**src/inc/ptws_pkg.sv**
```systemverilog
// Constants shared by the trigger waveform generator and its phase timer
package ptws_pkg;

  // ----------------------------------------------------------------
  // Bus geometry
  // ----------------------------------------------------------------
  localparam int          ADDR_W = 8;
  localparam logic [1:0]  RESP_OKAY   = 2'h0;
  localparam logic [1:0]  RESP_SLVERR = 2'h2;

  // ----------------------------------------------------------------
  // Register byte offsets
  // ----------------------------------------------------------------
  localparam logic [ADDR_W-1:0] OFS_WAVE_CTRL  = 8'h00;
  localparam logic [ADDR_W-1:0] OFS_PULSE_W    = 8'h04;
  localparam logic [ADDR_W-1:0] OFS_CYCLE_W    = 8'h08;
  localparam logic [ADDR_W-1:0] OFS_CNT_PAT    = 8'h0c;
  localparam logic [ADDR_W-1:0] OFS_STATUS     = 8'h10;
  localparam logic [ADDR_W-1:0] OFS_RUN_CTRL   = 8'h14;

  // ----------------------------------------------------------------
  // Field positions
  // ----------------------------------------------------------------
  localparam int CASC_EN_BIT   = 31;
  localparam int CASC_TAIL_BIT = 30;
  localparam int SEL_LSB       = 20;
  localparam int SEL_MSB       = 22;
  localparam int ITER_MSB      = 15;
  localparam int CNT_LSB       = 16;
  localparam int RUN_EN_BIT    = 0;
  localparam int RUN_SRST_BIT  = 1;
  localparam int ST_BUSY_BIT   = 0;
  localparam int ST_DONE_BIT   = 1;
  localparam int ST_LEVEL_BIT  = 2;
  localparam int ST_CNT_LSB    = 16;

  // ----------------------------------------------------------------
  // Reset values
  // ----------------------------------------------------------------
  localparam logic [31:0] RST_WAVE_CTRL = 32'h0000_0000;
  localparam logic [15:0] RST_PULSE_W   = 16'h0000;
  localparam logic [31:0] RST_CYCLE_W   = 32'h0000_0000;
  localparam logic [31:0] RST_CNT_PAT   = 32'h0000_0000;

  // ----------------------------------------------------------------
  // Waveform selector codes
  // ----------------------------------------------------------------
  localparam logic [2:0] SEL_NEG_EDGE   = 3'h0;
  localparam logic [2:0] SEL_POS_EDGE   = 3'h1;
  localparam logic [2:0] SEL_NEG_PULSE  = 3'h2;
  localparam logic [2:0] SEL_POS_PULSE  = 3'h3;
  localparam logic [2:0] SEL_NEG_PERIOD = 3'h4;
  localparam logic [2:0] SEL_POS_PERIOD = 3'h5;
  localparam logic [2:0] SEL_PATTERN    = 3'h6;

  // ----------------------------------------------------------------
  // Timing
  // ----------------------------------------------------------------
  localparam int CLK_PERIOD_NS   = 20;
  localparam int MAX_TOGGLE_KHZ  = 12500;
  localparam int MIN_PHASE_NS    = 1000000 / (2 * MAX_TOGGLE_KHZ);
  localparam int MIN_PHASE_CYC_I = (MIN_PHASE_NS + CLK_PERIOD_NS - 1) / CLK_PERIOD_NS;
  localparam int TIME_W          = 36;
  localparam logic [TIME_W-1:0] CLK_NS        = TIME_W'(CLK_PERIOD_NS);
  localparam logic [1:0]        MIN_PHASE_CYC = 2'(MIN_PHASE_CYC_I);
  localparam logic [TIME_W-1:0] PW_UNIT_NS    = 36'h0_0000_0008;
  localparam logic [TIME_W-1:0] CW_UNIT_NS    = 36'h0_0000_0001;

  // ----------------------------------------------------------------
  // Generator states
  // ----------------------------------------------------------------
  typedef enum logic [4:0] {
    ST_IDLE  = 5'h01,
    ST_PH_A  = 5'h02,
    ST_PH_B  = 5'h04,
    ST_SHIFT = 5'h08,
    ST_DONE  = 5'h10
  } ptws_fsm_t;

endpackage : ptws_pkg

```
**src/inc/ptws_tmr_if.sv**
```systemverilog
// Handshake between the waveform sequencer and its phase timer
`timescale 1ns/100ps
`default_nettype none
interface ptws_tmr_if;
  logic                        start;
  logic [ptws_pkg::TIME_W-1:0] len_ns;
  logic                        done;

  modport ctl (output start, output len_ns, input done);
  modport tmr (input start, input len_ns, output done);
endinterface : ptws_tmr_if
`default_nettype wire

```
**src/verilog/ptws_timer.sv**
```systemverilog
// Phase timer: measures one output phase in nanoseconds
`timescale 1ns/100ps
`default_nettype none
module ptws_timer (
  input  wire logic aclk,
  input  wire logic aresetn,
  ptws_tmr_if.tmr   tmr
);

  typedef struct packed {
    logic                        run;
    logic [1:0]                  cyc;
    logic [ptws_pkg::TIME_W-1:0] elapsed;
    logic [ptws_pkg::TIME_W-1:0] len;
  } ptws_tmr_state_t;

  ptws_tmr_state_t s_r;
  ptws_tmr_state_t s_nxt;

  // ----------------------------------------------------------------
  // Phase end
  // ----------------------------------------------------------------
  // floor of two cycles
  assign tmr.done = s_r.run && (s_r.elapsed >= s_r.len) &&
                    (s_r.cyc >= ptws_pkg::MIN_PHASE_CYC);

  // Load on start, count until done; a new start always wins
  always_comb begin
    s_nxt = s_r;
    if (tmr.start) begin
      s_nxt.run     = 1'b1;
      s_nxt.cyc     = 2'h1;
      s_nxt.elapsed = ptws_pkg::CLK_NS;
      s_nxt.len     = tmr.len_ns;
    end else if (s_r.run && !tmr.done) begin
      s_nxt.elapsed = s_r.elapsed + ptws_pkg::CLK_NS;
      if (s_r.cyc != 2'h3) begin
        s_nxt.cyc = s_r.cyc + 2'h1;
      end
    end
  end

  always_ff @(posedge aclk) begin
    if (!aresetn) begin
      s_r <= '0;
    end else begin
      s_r <= s_nxt;
    end
  end

endmodule : ptws_timer
`default_nettype wire

```
**src/verilog/ptws_top.sv**
```systemverilog
// Trigger output waveform generator with AXI4-Lite register slave
//
// Overview of operation
// - Waveform starts only when enabled and target time reached.
// - Code 000: output falls from high idle and stays low.
// - Code 001: positive edge, then output held high.
// - Code 010: low pulse of pulse width from high idle, then high.
// - Code 011: high pulse of pulse width from low idle, then low.
// - Code 100: low phase pulse width, period cycle width, count or forever.
// - Code 101: high phase pulse width, period cycle width, count or forever.
// - Code 110: 16-bit pattern shifted MSB first, looped, bit width each.
// - Pattern stops after total bit count; zero total shifts forever.
// - Output toggle rate never exceeds 12.5 MHz.
// - Cascade tail unit repeats its pattern per 16-bit iteration count.
// - Iterations equal field value plus one.
// - No tail in cascade: repeat forever, iteration count ignored.
// - Pulse width counts in 8 ns units.
// - Cycle or bit width counts in 1 ns units.
// - Untailed cascade loops until the unit is disabled or soft reset.
`timescale 1ns/100ps
`default_nettype none
module ptws_top (
  input  wire logic                        aclk,
  input  wire logic                        aresetn,
  input  wire logic [ptws_pkg::ADDR_W-1:0] s_axi_awaddr,
  input  wire logic                        s_axi_awvalid,
  output logic                             s_axi_awready,
  input  wire logic [31:0]                 s_axi_wdata,
  input  wire logic [3:0]                  s_axi_wstrb,
  input  wire logic                        s_axi_wvalid,
  output logic                             s_axi_wready,
  output logic [1:0]                       s_axi_bresp,
  output logic                             s_axi_bvalid,
  input  wire logic                        s_axi_bready,
  input  wire logic [ptws_pkg::ADDR_W-1:0] s_axi_araddr,
  input  wire logic                        s_axi_arvalid,
  output logic                             s_axi_arready,
  output logic [31:0]                      s_axi_rdata,
  output logic [1:0]                       s_axi_rresp,
  output logic                             s_axi_rvalid,
  input  wire logic                        s_axi_rready,
  input  wire logic                        target_reached,
  output logic                             trig_out
);

  // ----------------------------------------------------------------
  // State
  // ----------------------------------------------------------------
  typedef struct packed {
    logic [31:0]         wave_ctrl;
    logic [15:0]         pulse_w;
    logic [31:0]         cycle_w;
    logic [31:0]         cnt_pat;
    logic                enable;
    ptws_pkg::ptws_fsm_t st;
    logic                out;
    logic [15:0]         evt_cnt;
    logic [15:0]         iter_cnt;
    logic [3:0]          pos;
    logic                bvalid;
    logic [1:0]          bresp;
    logic                rvalid;
    logic [1:0]          rresp;
    logic [31:0]         rdata;
  } ptws_state_t;

  ptws_state_t s_r;
  ptws_state_t s_nxt;

  ptws_tmr_if tmr_if ();

  ptws_timer u_timer (
    .aclk    (aclk),
    .aresetn (aresetn),
    .tmr     (tmr_if.tmr)
  );

  // ----------------------------------------------------------------
  // Helpers
  // ----------------------------------------------------------------
  // Byte lane merge for partial writes
  function automatic logic [31:0] ptws_merge(input logic [31:0] old_v,
                                             input logic [31:0] new_v,
                                             input logic [3:0]  strb);
    logic [31:0] res;
    res = old_v;
    for (int b = 0; b < 4; b++) begin
      if (strb[b]) begin
        res[8*b +: 8] = new_v[8*b +: 8];
      end
    end
    return res;
  endfunction : ptws_merge

  function automatic logic ptws_idle_lvl(input logic [2:0] sel);
    return (sel == ptws_pkg::SEL_NEG_EDGE) || (sel == ptws_pkg::SEL_NEG_PULSE) ||
           (sel == ptws_pkg::SEL_NEG_PERIOD);
  endfunction : ptws_idle_lvl

  // ----------------------------------------------------------------
  // Decoded fields
  // ----------------------------------------------------------------
  logic [2:0]                  sel;
  logic                        casc_en;
  logic                        casc_tail;
  logic [15:0]                 iter_max;
  logic [15:0]                 count;
  logic [15:0]                 pattern;
  logic [ptws_pkg::TIME_W-1:0] pw_ns;
  logic [ptws_pkg::TIME_W-1:0] cw_ns;
  logic [ptws_pkg::TIME_W-1:0] rest_ns;
  logic                        wr_go;
  logic                        rd_go;
  logic                        last_bit;
  logic                        pat_end;

  assign sel       = s_r.wave_ctrl[ptws_pkg::SEL_MSB:ptws_pkg::SEL_LSB];
  assign casc_en   = s_r.wave_ctrl[ptws_pkg::CASC_EN_BIT];
  assign casc_tail = s_r.wave_ctrl[ptws_pkg::CASC_TAIL_BIT];
  assign iter_max  = s_r.wave_ctrl[ptws_pkg::ITER_MSB:0];
  assign count     = s_r.cnt_pat[31:ptws_pkg::CNT_LSB];
  assign pattern   = s_r.cnt_pat[15:0];

  // pulse width in 8 ns units
  assign pw_ns   = ptws_pkg::TIME_W'(s_r.pulse_w) * ptws_pkg::PW_UNIT_NS;
  // cycle or bit width in 1 ns units
  assign cw_ns   = ptws_pkg::TIME_W'(s_r.cycle_w) * ptws_pkg::CW_UNIT_NS;
  // Second phase takes what the pulse leaves of the period
  assign rest_ns = (cw_ns > pw_ns) ? (cw_ns - pw_ns) : '0;

  // Pattern bookkeeping: pos names the next bit, so 15 means bit 0 just ended
  assign last_bit = (s_r.pos == 4'hf);
  always_comb begin
    if (casc_en) begin
      // tail stops after field plus one passes
      pat_end = casc_tail && last_bit && (s_r.iter_cnt == iter_max);
    end else begin
      // total bit count, zero is endless
      pat_end = (count != 16'h0000) && ((s_r.evt_cnt + 16'h0001) == count);
    end
  end

  // AXI: address and data are taken together, one transfer outstanding
  assign wr_go         = s_axi_awvalid && s_axi_wvalid && !s_r.bvalid;
  assign rd_go         = s_axi_arvalid && !s_r.rvalid;
  assign s_axi_awready = wr_go;
  assign s_axi_wready  = wr_go;
  assign s_axi_arready = rd_go;
  assign s_axi_bvalid  = s_r.bvalid;
  assign s_axi_bresp   = s_r.bresp;
  assign s_axi_rvalid  = s_r.rvalid;
  assign s_axi_rresp   = s_r.rresp;
  assign s_axi_rdata   = s_r.rdata;
  assign trig_out      = s_r.out;

  // ----------------------------------------------------------------
  // Register access and waveform sequencer
  // ----------------------------------------------------------------
  always_comb begin
    logic srst;
    srst             = 1'b0;
    s_nxt            = s_r;
    tmr_if.start     = 1'b0;
    tmr_if.len_ns    = '0;

    // Response handshakes retire first
    if (s_r.bvalid && s_axi_bready) begin
      s_nxt.bvalid = 1'b0;
    end
    if (s_r.rvalid && s_axi_rready) begin
      s_nxt.rvalid = 1'b0;
    end

    // Register writes
    if (wr_go) begin
      s_nxt.bvalid = 1'b1;
      s_nxt.bresp  = ptws_pkg::RESP_OKAY;
      case (s_axi_awaddr)
        ptws_pkg::OFS_WAVE_CTRL: begin
          // Reserved 29:23 and 19:16 stay zero
          s_nxt.wave_ctrl = ptws_merge(s_r.wave_ctrl, s_axi_wdata, s_axi_wstrb) &
                            32'hc070_ffff;
        end
        ptws_pkg::OFS_PULSE_W: begin
          s_nxt.pulse_w = 16'(ptws_merge({16'h0000, s_r.pulse_w}, s_axi_wdata, s_axi_wstrb));
        end
        ptws_pkg::OFS_CYCLE_W: begin
          s_nxt.cycle_w = ptws_merge(s_r.cycle_w, s_axi_wdata, s_axi_wstrb);
        end
        ptws_pkg::OFS_CNT_PAT: begin
          s_nxt.cnt_pat = ptws_merge(s_r.cnt_pat, s_axi_wdata, s_axi_wstrb);
        end
        ptws_pkg::OFS_RUN_CTRL: begin
          if (s_axi_wstrb[0]) begin
            s_nxt.enable = s_axi_wdata[ptws_pkg::RUN_EN_BIT];
            srst         = s_axi_wdata[ptws_pkg::RUN_SRST_BIT];
          end
        end
        ptws_pkg::OFS_STATUS: begin
          // Read-only; write is accepted and ignored
        end
        default: begin
          s_nxt.bresp = ptws_pkg::RESP_SLVERR;
        end
      endcase
    end

    // Register reads
    if (rd_go) begin
      s_nxt.rvalid = 1'b1;
      s_nxt.rresp  = ptws_pkg::RESP_OKAY;
      case (s_axi_araddr)
        ptws_pkg::OFS_WAVE_CTRL: s_nxt.rdata = s_r.wave_ctrl;
        ptws_pkg::OFS_PULSE_W:   s_nxt.rdata = {16'h0000, s_r.pulse_w};
        ptws_pkg::OFS_CYCLE_W:   s_nxt.rdata = s_r.cycle_w;
        ptws_pkg::OFS_CNT_PAT:   s_nxt.rdata = s_r.cnt_pat;
        ptws_pkg::OFS_RUN_CTRL:  s_nxt.rdata = {31'h0000_0000, s_r.enable};
        ptws_pkg::OFS_STATUS: begin
          s_nxt.rdata = '0;
          s_nxt.rdata[ptws_pkg::ST_BUSY_BIT]  = (s_r.st != ptws_pkg::ST_IDLE) &&
                                                (s_r.st != ptws_pkg::ST_DONE);
          s_nxt.rdata[ptws_pkg::ST_DONE_BIT]  = (s_r.st == ptws_pkg::ST_DONE);
          s_nxt.rdata[ptws_pkg::ST_LEVEL_BIT] = s_r.out;
          s_nxt.rdata[31:ptws_pkg::ST_CNT_LSB] = s_r.evt_cnt;
        end
        default: begin
          s_nxt.rdata = '0;
          s_nxt.rresp = ptws_pkg::RESP_SLVERR;
        end
      endcase
    end

    // Sequencer
    case (s_r.st)
      ptws_pkg::ST_IDLE: begin
        s_nxt.out      = ptws_idle_lvl(sel);
        s_nxt.evt_cnt  = '0;
        s_nxt.iter_cnt = '0;
        // fire on enable and time reached
        if (s_r.enable && target_reached) begin
          case (sel)
            ptws_pkg::SEL_NEG_EDGE: begin
              s_nxt.out = 1'b0;
              s_nxt.st  = ptws_pkg::ST_DONE;
            end
            ptws_pkg::SEL_POS_EDGE: begin
              s_nxt.out = 1'b1;
              s_nxt.st  = ptws_pkg::ST_DONE;
            end
            ptws_pkg::SEL_NEG_PULSE, ptws_pkg::SEL_POS_PULSE,
            ptws_pkg::SEL_NEG_PERIOD, ptws_pkg::SEL_POS_PERIOD: begin
              s_nxt.out     = !ptws_idle_lvl(sel);
              s_nxt.st      = ptws_pkg::ST_PH_A;
              tmr_if.start  = 1'b1;
              tmr_if.len_ns = pw_ns;
            end
            ptws_pkg::SEL_PATTERN: begin
              s_nxt.out     = pattern[15];
              s_nxt.pos     = 4'he;
              s_nxt.st      = ptws_pkg::ST_SHIFT;
              tmr_if.start  = 1'b1;
              tmr_if.len_ns = cw_ns;
            end
            default: begin
              // Reserved code never fires; software keeps it out
            end
          endcase
        end
      end
      ptws_pkg::ST_PH_A: begin
        if (tmr_if.done) begin
          s_nxt.out = !s_r.out;
          if ((sel == ptws_pkg::SEL_NEG_PULSE) || (sel == ptws_pkg::SEL_POS_PULSE)) begin
            // single pulse ends at idle level
            s_nxt.st = ptws_pkg::ST_DONE;
          end else begin
            s_nxt.st      = ptws_pkg::ST_PH_B;
            tmr_if.start  = 1'b1;
            tmr_if.len_ns = rest_ns;
          end
        end
      end
      ptws_pkg::ST_PH_B: begin
        if (tmr_if.done) begin
          s_nxt.evt_cnt = s_r.evt_cnt + 16'h0001;
          // stop at cycle count, zero runs forever
          if ((count != 16'h0000) && ((s_r.evt_cnt + 16'h0001) == count)) begin
            s_nxt.st = ptws_pkg::ST_DONE;
          end else begin
            s_nxt.out     = !s_r.out;
            s_nxt.st      = ptws_pkg::ST_PH_A;
            tmr_if.start  = 1'b1;
            tmr_if.len_ns = pw_ns;
          end
        end
      end
      ptws_pkg::ST_SHIFT: begin
        if (tmr_if.done) begin
          s_nxt.evt_cnt = s_r.evt_cnt + 16'h0001;
          if (last_bit) begin
            s_nxt.iter_cnt = s_r.iter_cnt + 16'h0001;
          end
          if (pat_end) begin
            // Finished pattern rests at the low level
            s_nxt.out = 1'b0;
            s_nxt.st  = ptws_pkg::ST_DONE;
          end else begin
            s_nxt.out     = pattern[s_r.pos];
            s_nxt.pos     = s_r.pos - 4'h1;
            tmr_if.start  = 1'b1;
            tmr_if.len_ns = cw_ns;
          end
        end
      end
      ptws_pkg::ST_DONE: begin
        // Final level holds until software disables the unit
      end
      default: begin
        s_nxt.st = ptws_pkg::ST_IDLE;
      end
    endcase

    // Disable or soft reset aborts any waveform
    // soft reset ends an endless loop
    // a cut phase keeps its level one more cycle, so no runt appears
    if (srst || !s_nxt.enable) begin
      s_nxt.st  = ptws_pkg::ST_IDLE;
      s_nxt.out = (s_r.st == ptws_pkg::ST_IDLE) ? ptws_idle_lvl(sel) : s_r.out;
    end
    if (srst) begin
      s_nxt.enable = 1'b0;
    end
  end

  // ----------------------------------------------------------------
  // State register
  // ----------------------------------------------------------------
  always_ff @(posedge aclk) begin
    if (!aresetn) begin
      s_r           <= '0;
      s_r.wave_ctrl <= ptws_pkg::RST_WAVE_CTRL;
      s_r.pulse_w   <= ptws_pkg::RST_PULSE_W;
      s_r.cycle_w   <= ptws_pkg::RST_CYCLE_W;
      s_r.cnt_pat   <= ptws_pkg::RST_CNT_PAT;
      s_r.st        <= ptws_pkg::ST_IDLE;
      s_r.out       <= 1'b1;
    end else begin
      s_r <= s_nxt;
    end
  end

endmodule : ptws_top
`default_nettype wire

```
**config.mk**
```make
export PLATFORM = sky130hd
export DESIGN_NAME = ptws_top
export DESIGN_NICKNAME = d
export VERILOG_FILES = /design/src/inc/ptws_pkg.sv /design/src/inc/ptws_tmr_if.sv /design/src/verilog/ptws_timer.sv /design/src/verilog/ptws_top.sv
export SDC_FILE = /design/constraint.sdc
export NUM_CORES = 1
export LEC_CHECK = 0
export ABC_CLOCK_PERIOD_IN_PS = 5000
export BUFFER_PORTS_ARGS = -buffer_cell sky130_fd_sc_hd__clkbuf_2
export CAP_MARGIN = 10
export CORE_MARGIN = 2
export CORE_UTILIZATION = 50
export CTS_CLUSTER_DIAMETER = 200
export DETAILED_ROUTE_END_ITERATION = 16
export PLACE_DENSITY = 0.7
export SETUP_SLACK_MARGIN = 0.15
export SLEW_MARGIN = 5
export SYNTH_ARGS = -nofsm -noshare
export SYNTH_HDL_FRONTEND = slang
export SYNTH_HIERARCHICAL = 1
export SYNTH_SLANG_ARGS = --single-unit
```
**constraint.sdc**
```tcl
create_clock -name aclk -period 5 [get_ports aclk]
set_input_delay 1 -clock aclk [delete_from_list [all_inputs] [get_ports aclk]]
set_output_delay 1 -clock aclk [all_outputs]
set_load 0.05 [all_outputs]
```
==> flow_summary.json <==
{
  "clock_latency_ns": 0.58,
  "regArea_um2": 5060,
  "drt-pass1-iter-count": 7,
  "ys_seq_area_frac": 0.341,
  "routed_via_density": 6.08,
  "ant_nets": 0,
  "rsz0062_at_grt": "no",
  "grt_pass1_wl_um": 67300,
  "syn_area_um2": 14900,
  "synth.distinct_cells": 86,
  "postSynthAreaPerCell_um2": 8.39,
  "yosys.area.top_type": "dfxtp_1",
  "row_count": 63,
  "yosysWarnings": 6,
  "portBuffers": 99,
  "die_y_um": 176,
  "drive_gt1_frac": 0.119,
  "fin_crit_ns": 4.37,
  "n_fill_cell": 2764,
  "gp_congestion": 0.904,
  "drc": 0,
  "numCtsBuffers": 29,
  "power_w": 0.00434,
  "vias": 13400,
  "ys_seq_elements": 253,
  "layoutNonFillerInstCount": 2199,
  "finalWirelength_um": 42700,
  "critPathKind": "reg -> reg",
  "slew_viol_final": 0,
  "ir_drop_mv": 0.264,
  "synthCells": 1771,
  "p_per_area_nw_per_um2": 266,
  "start_util": 0.504,
  "synth_edf_count": 0,
  "setup_viol": 0,
  "endpoint_kind": "flip-flop",
  "htreeDepth": 1,
  "final.setup.tns_ns": 0,
  "grt_pass1_vias": 12300,
  "n_antenna_cell": 0,
  "timing.fmax_mhz": 229,
  "grt_remaining_overflow": 0,
  "crit_chain": "inv_1 -> ha_1 -> nand4_1 -> nor4_2 -> a21boi_0 -> nor4_1 -> nor3b_1 -> buf_4 -> clkinv_1 -> nor3_1 -> buf_4 -> o211ai_1 -> a21o_1 -> o41a_1 -> a31oi_1 -> mux2i_1 -> nor2b_1",
  "drt_iter0_markers": 1187,
  "critPathSlowestCell": "o41a_1",
  "synth_top_area_frac": 0.341,
  "cts_tree": "yes",
  "boundaryPins": 102,
  "ys.flop_type": "dfxtp_1",
  "fin_crit_sh": 0.875,
  "core_area_um2": 29500,
  "hp-class": "reg -> reg",
  "die_area_um2": 31100,
  "wire_per_inst_um": 19.4,
  "multiInputGateArea_um2": 8790,
  "crit_arrival_ns": 4.87,
  "cp.required_ns": 5.50,
  "clkSlewWorstSetupHoldPaths_ns": 0.06,
  "drv_cap": 0,
  "clockBufferDepth": 3,
  "finalHoldViolations": 0,
  "syn2layout_area_growth_pct": 9.73,
  "grt_max_degree": 70,
  "synth-async-reset-ratio": 0,
  "finClkSkew_ns": 0.0187,
  "slowest_delay_ns": 0.52,
  "root_buffer": "clkbuf_16",
  "die_x_um": 176,
  "crit_top_cell": "buf_4",
  "clock-sinks": 253,
  "dp.cells": 2146,
  "worstMarginPinSlew_ns": 1.16,
  "leakagePower_nw": 6.06,
  "dp_hpwl_um": 31400,
  "final_util": 0.553,
  "critPathLaunchType": "flip-flop",
  "grt_usage": 0.270,
  "status": "completed",
  "slew_headroom": 0.222,
  "cp_max_fo": 30,
  "antenna_found_initial": 0,
  "synthTopCellsByArea": "dfxtp_1 (34%), mux2i_1 (9.5%), nor2_1 (5.6%)",
  "layout.nets": 1908
}
[registers in the layout, summed over array words and instances (netlist names)]
register / count
s_r: 93
u_timer/s_r: 73
s_axi_rdata: 32
count: 16
iter_max: 16
pattern: 16
casc_en: 1
casc_tail: 1
s_axi_bresp: 1
s_axi_bvalid: 1
s_axi_rresp: 1
s_axi_rvalid: 1
trig_out: 1
[per-layer routing]
| layer | up-vias | global-route usage | part of all wire |
|---|---|---|---|
| met5 | - | 0 | 0 |
| met4 | 0 | 0.0930 | 0.031 |
| met3 | 80 | 0.0426 | 0.081 |
| met2 | 546 | 0.432 | 0.45 |
| met1 | 6325 | 0.371 | 0.44 |
| li1 | 6417 | - | - |
[power by group]
group          switching (W)  internal [W]  leakage, nW
logic               0.000102     0.0000363         3.55
registers         0.00000246       0.00202         2.04
clock network       0.000876       0.00131        0.481
[what timing repair did]
action | in CTS | in global routing
resized for setup | 0 | 1
setup endpoints to repair | 0 | 1
hold buffers | 0 | 0
hold endpoints to repair | 0 | 0
buffers inserted | 0 | 0
[layout by cell type, fill, tap and decap left out, types with 14 or more instances in the layout]
cell       instances
o31ai_1           15
inv_1             88
clkbuf_16         29
a221o_1           16
and3_1            14
dfxtp_1          253
nor2_1           222
o21ai_0           51
nand2_1           86
a21oi_1          139
buf_4             20
clkbuf_2          99
mux2i_1          141
a22oi_1           36
o21a_1            14
or3_1             30
nand3_1           41
xnor2_1           32
or4_1             25
nand4_1           33
ha_1              60
a31oi_1           17
nor2b_1           44
nor3_1            39
nor4_1            17
a222oi_1          14
xor2_1            28
[cells in the mapped netlist, types with 41 or more instances]
library cell / count
clkbuf_1: 76
nor2_1: 222
a21oi_1: 139
mux2i_1: 141
ha_1: 60
nand2_1: 86
o21ai_0: 52
inv_1: 89
nand3_1: 41
dfxtp_1: 253
nor2b_1: 44
[worst max-delay path: cells and delay by family, from the launching register on]
kind | cells | cell delay (ns)
AO/OA/AOI/OAI | 5 | 1.57
adder cells (fa/ha/maj) | 1 | 0.30
buffers and inverters | 4 | 0.65
flip-flops | 1 | 0.32
multiplexers | 1 | 0.09
AND/OR/NAND/NOR | 6 | 1.36
[path summary, 6_finish.rpt]
kind	from	to	slack [ns]	cells past startpoint
worst min-delay path	s_axi_rdata[3]$_SDFFE_PN0P_	s_axi_rdata[3]$_SDFFE_PN0P_	0.49	2
worst min register to register	s_axi_rdata[3]$_SDFFE_PN0P_	s_axi_rdata[3]$_SDFFE_PN0P_	0.49	2
worst max-delay path	u_timer/s_r[35]$_SDFFE_PN0P_	u_timer/s_r[22]$_SDFFE_PN0P_	0.63	17
worst max register to register	u_timer/s_r[35]$_SDFFE_PN0P_	u_timer/s_r[22]$_SDFFE_PN0P_	0.63	17
[layout make-up]
| type | instances | area share |
|---|---|---|
| multi-input combinational | 1294 | 0.539 |
| sequential | 253 | 0.311 |
| clock buffer | 46 | 0.0539 |
| timing repair buffer | 119 | 0.0396 |
| tap | 390 | 0.0299 |
| inverter | 90 | 0.0209 |
| clock inverter | 7 | 0.00629 |
[kinds of logic (layout without fill, tap and decap cells)]
family / count (synthesis) / in the layout / synth area share
simple gates: 620 / 620 / 0.212
compound gates: 400 / 400 / 0.182
flops: 253 / 253 / 0.341
buf+inv: 225 / 262 / 0.0699
mux: 150 / 150 / 0.106
fa+ha+maj: 61 / 61 / 0.0519
xor+xnor: 61 / 61 / 0.0372
other cells: 1 / 2 / 0.000252
[stage by stage]
| stage | area [µm²] | setup slack [ns] | hold slack (ns) |
|---|---|---|---|
| after floorplan | 14900 | 1.05 | 0.454 |
| after global placement | 15300 | 0.705 | 0.466 |
| after detailed placement | 15300 | 0.606 | 0.477 |
| after CTS | 16300 | 0.565 | 0.492 |
| after global routing | 16300 | 0.307 | 0.516 |
| final | 16300 | 0.626 | 0.488 |
No activity file was read; power rests on OpenSTA's default activity.
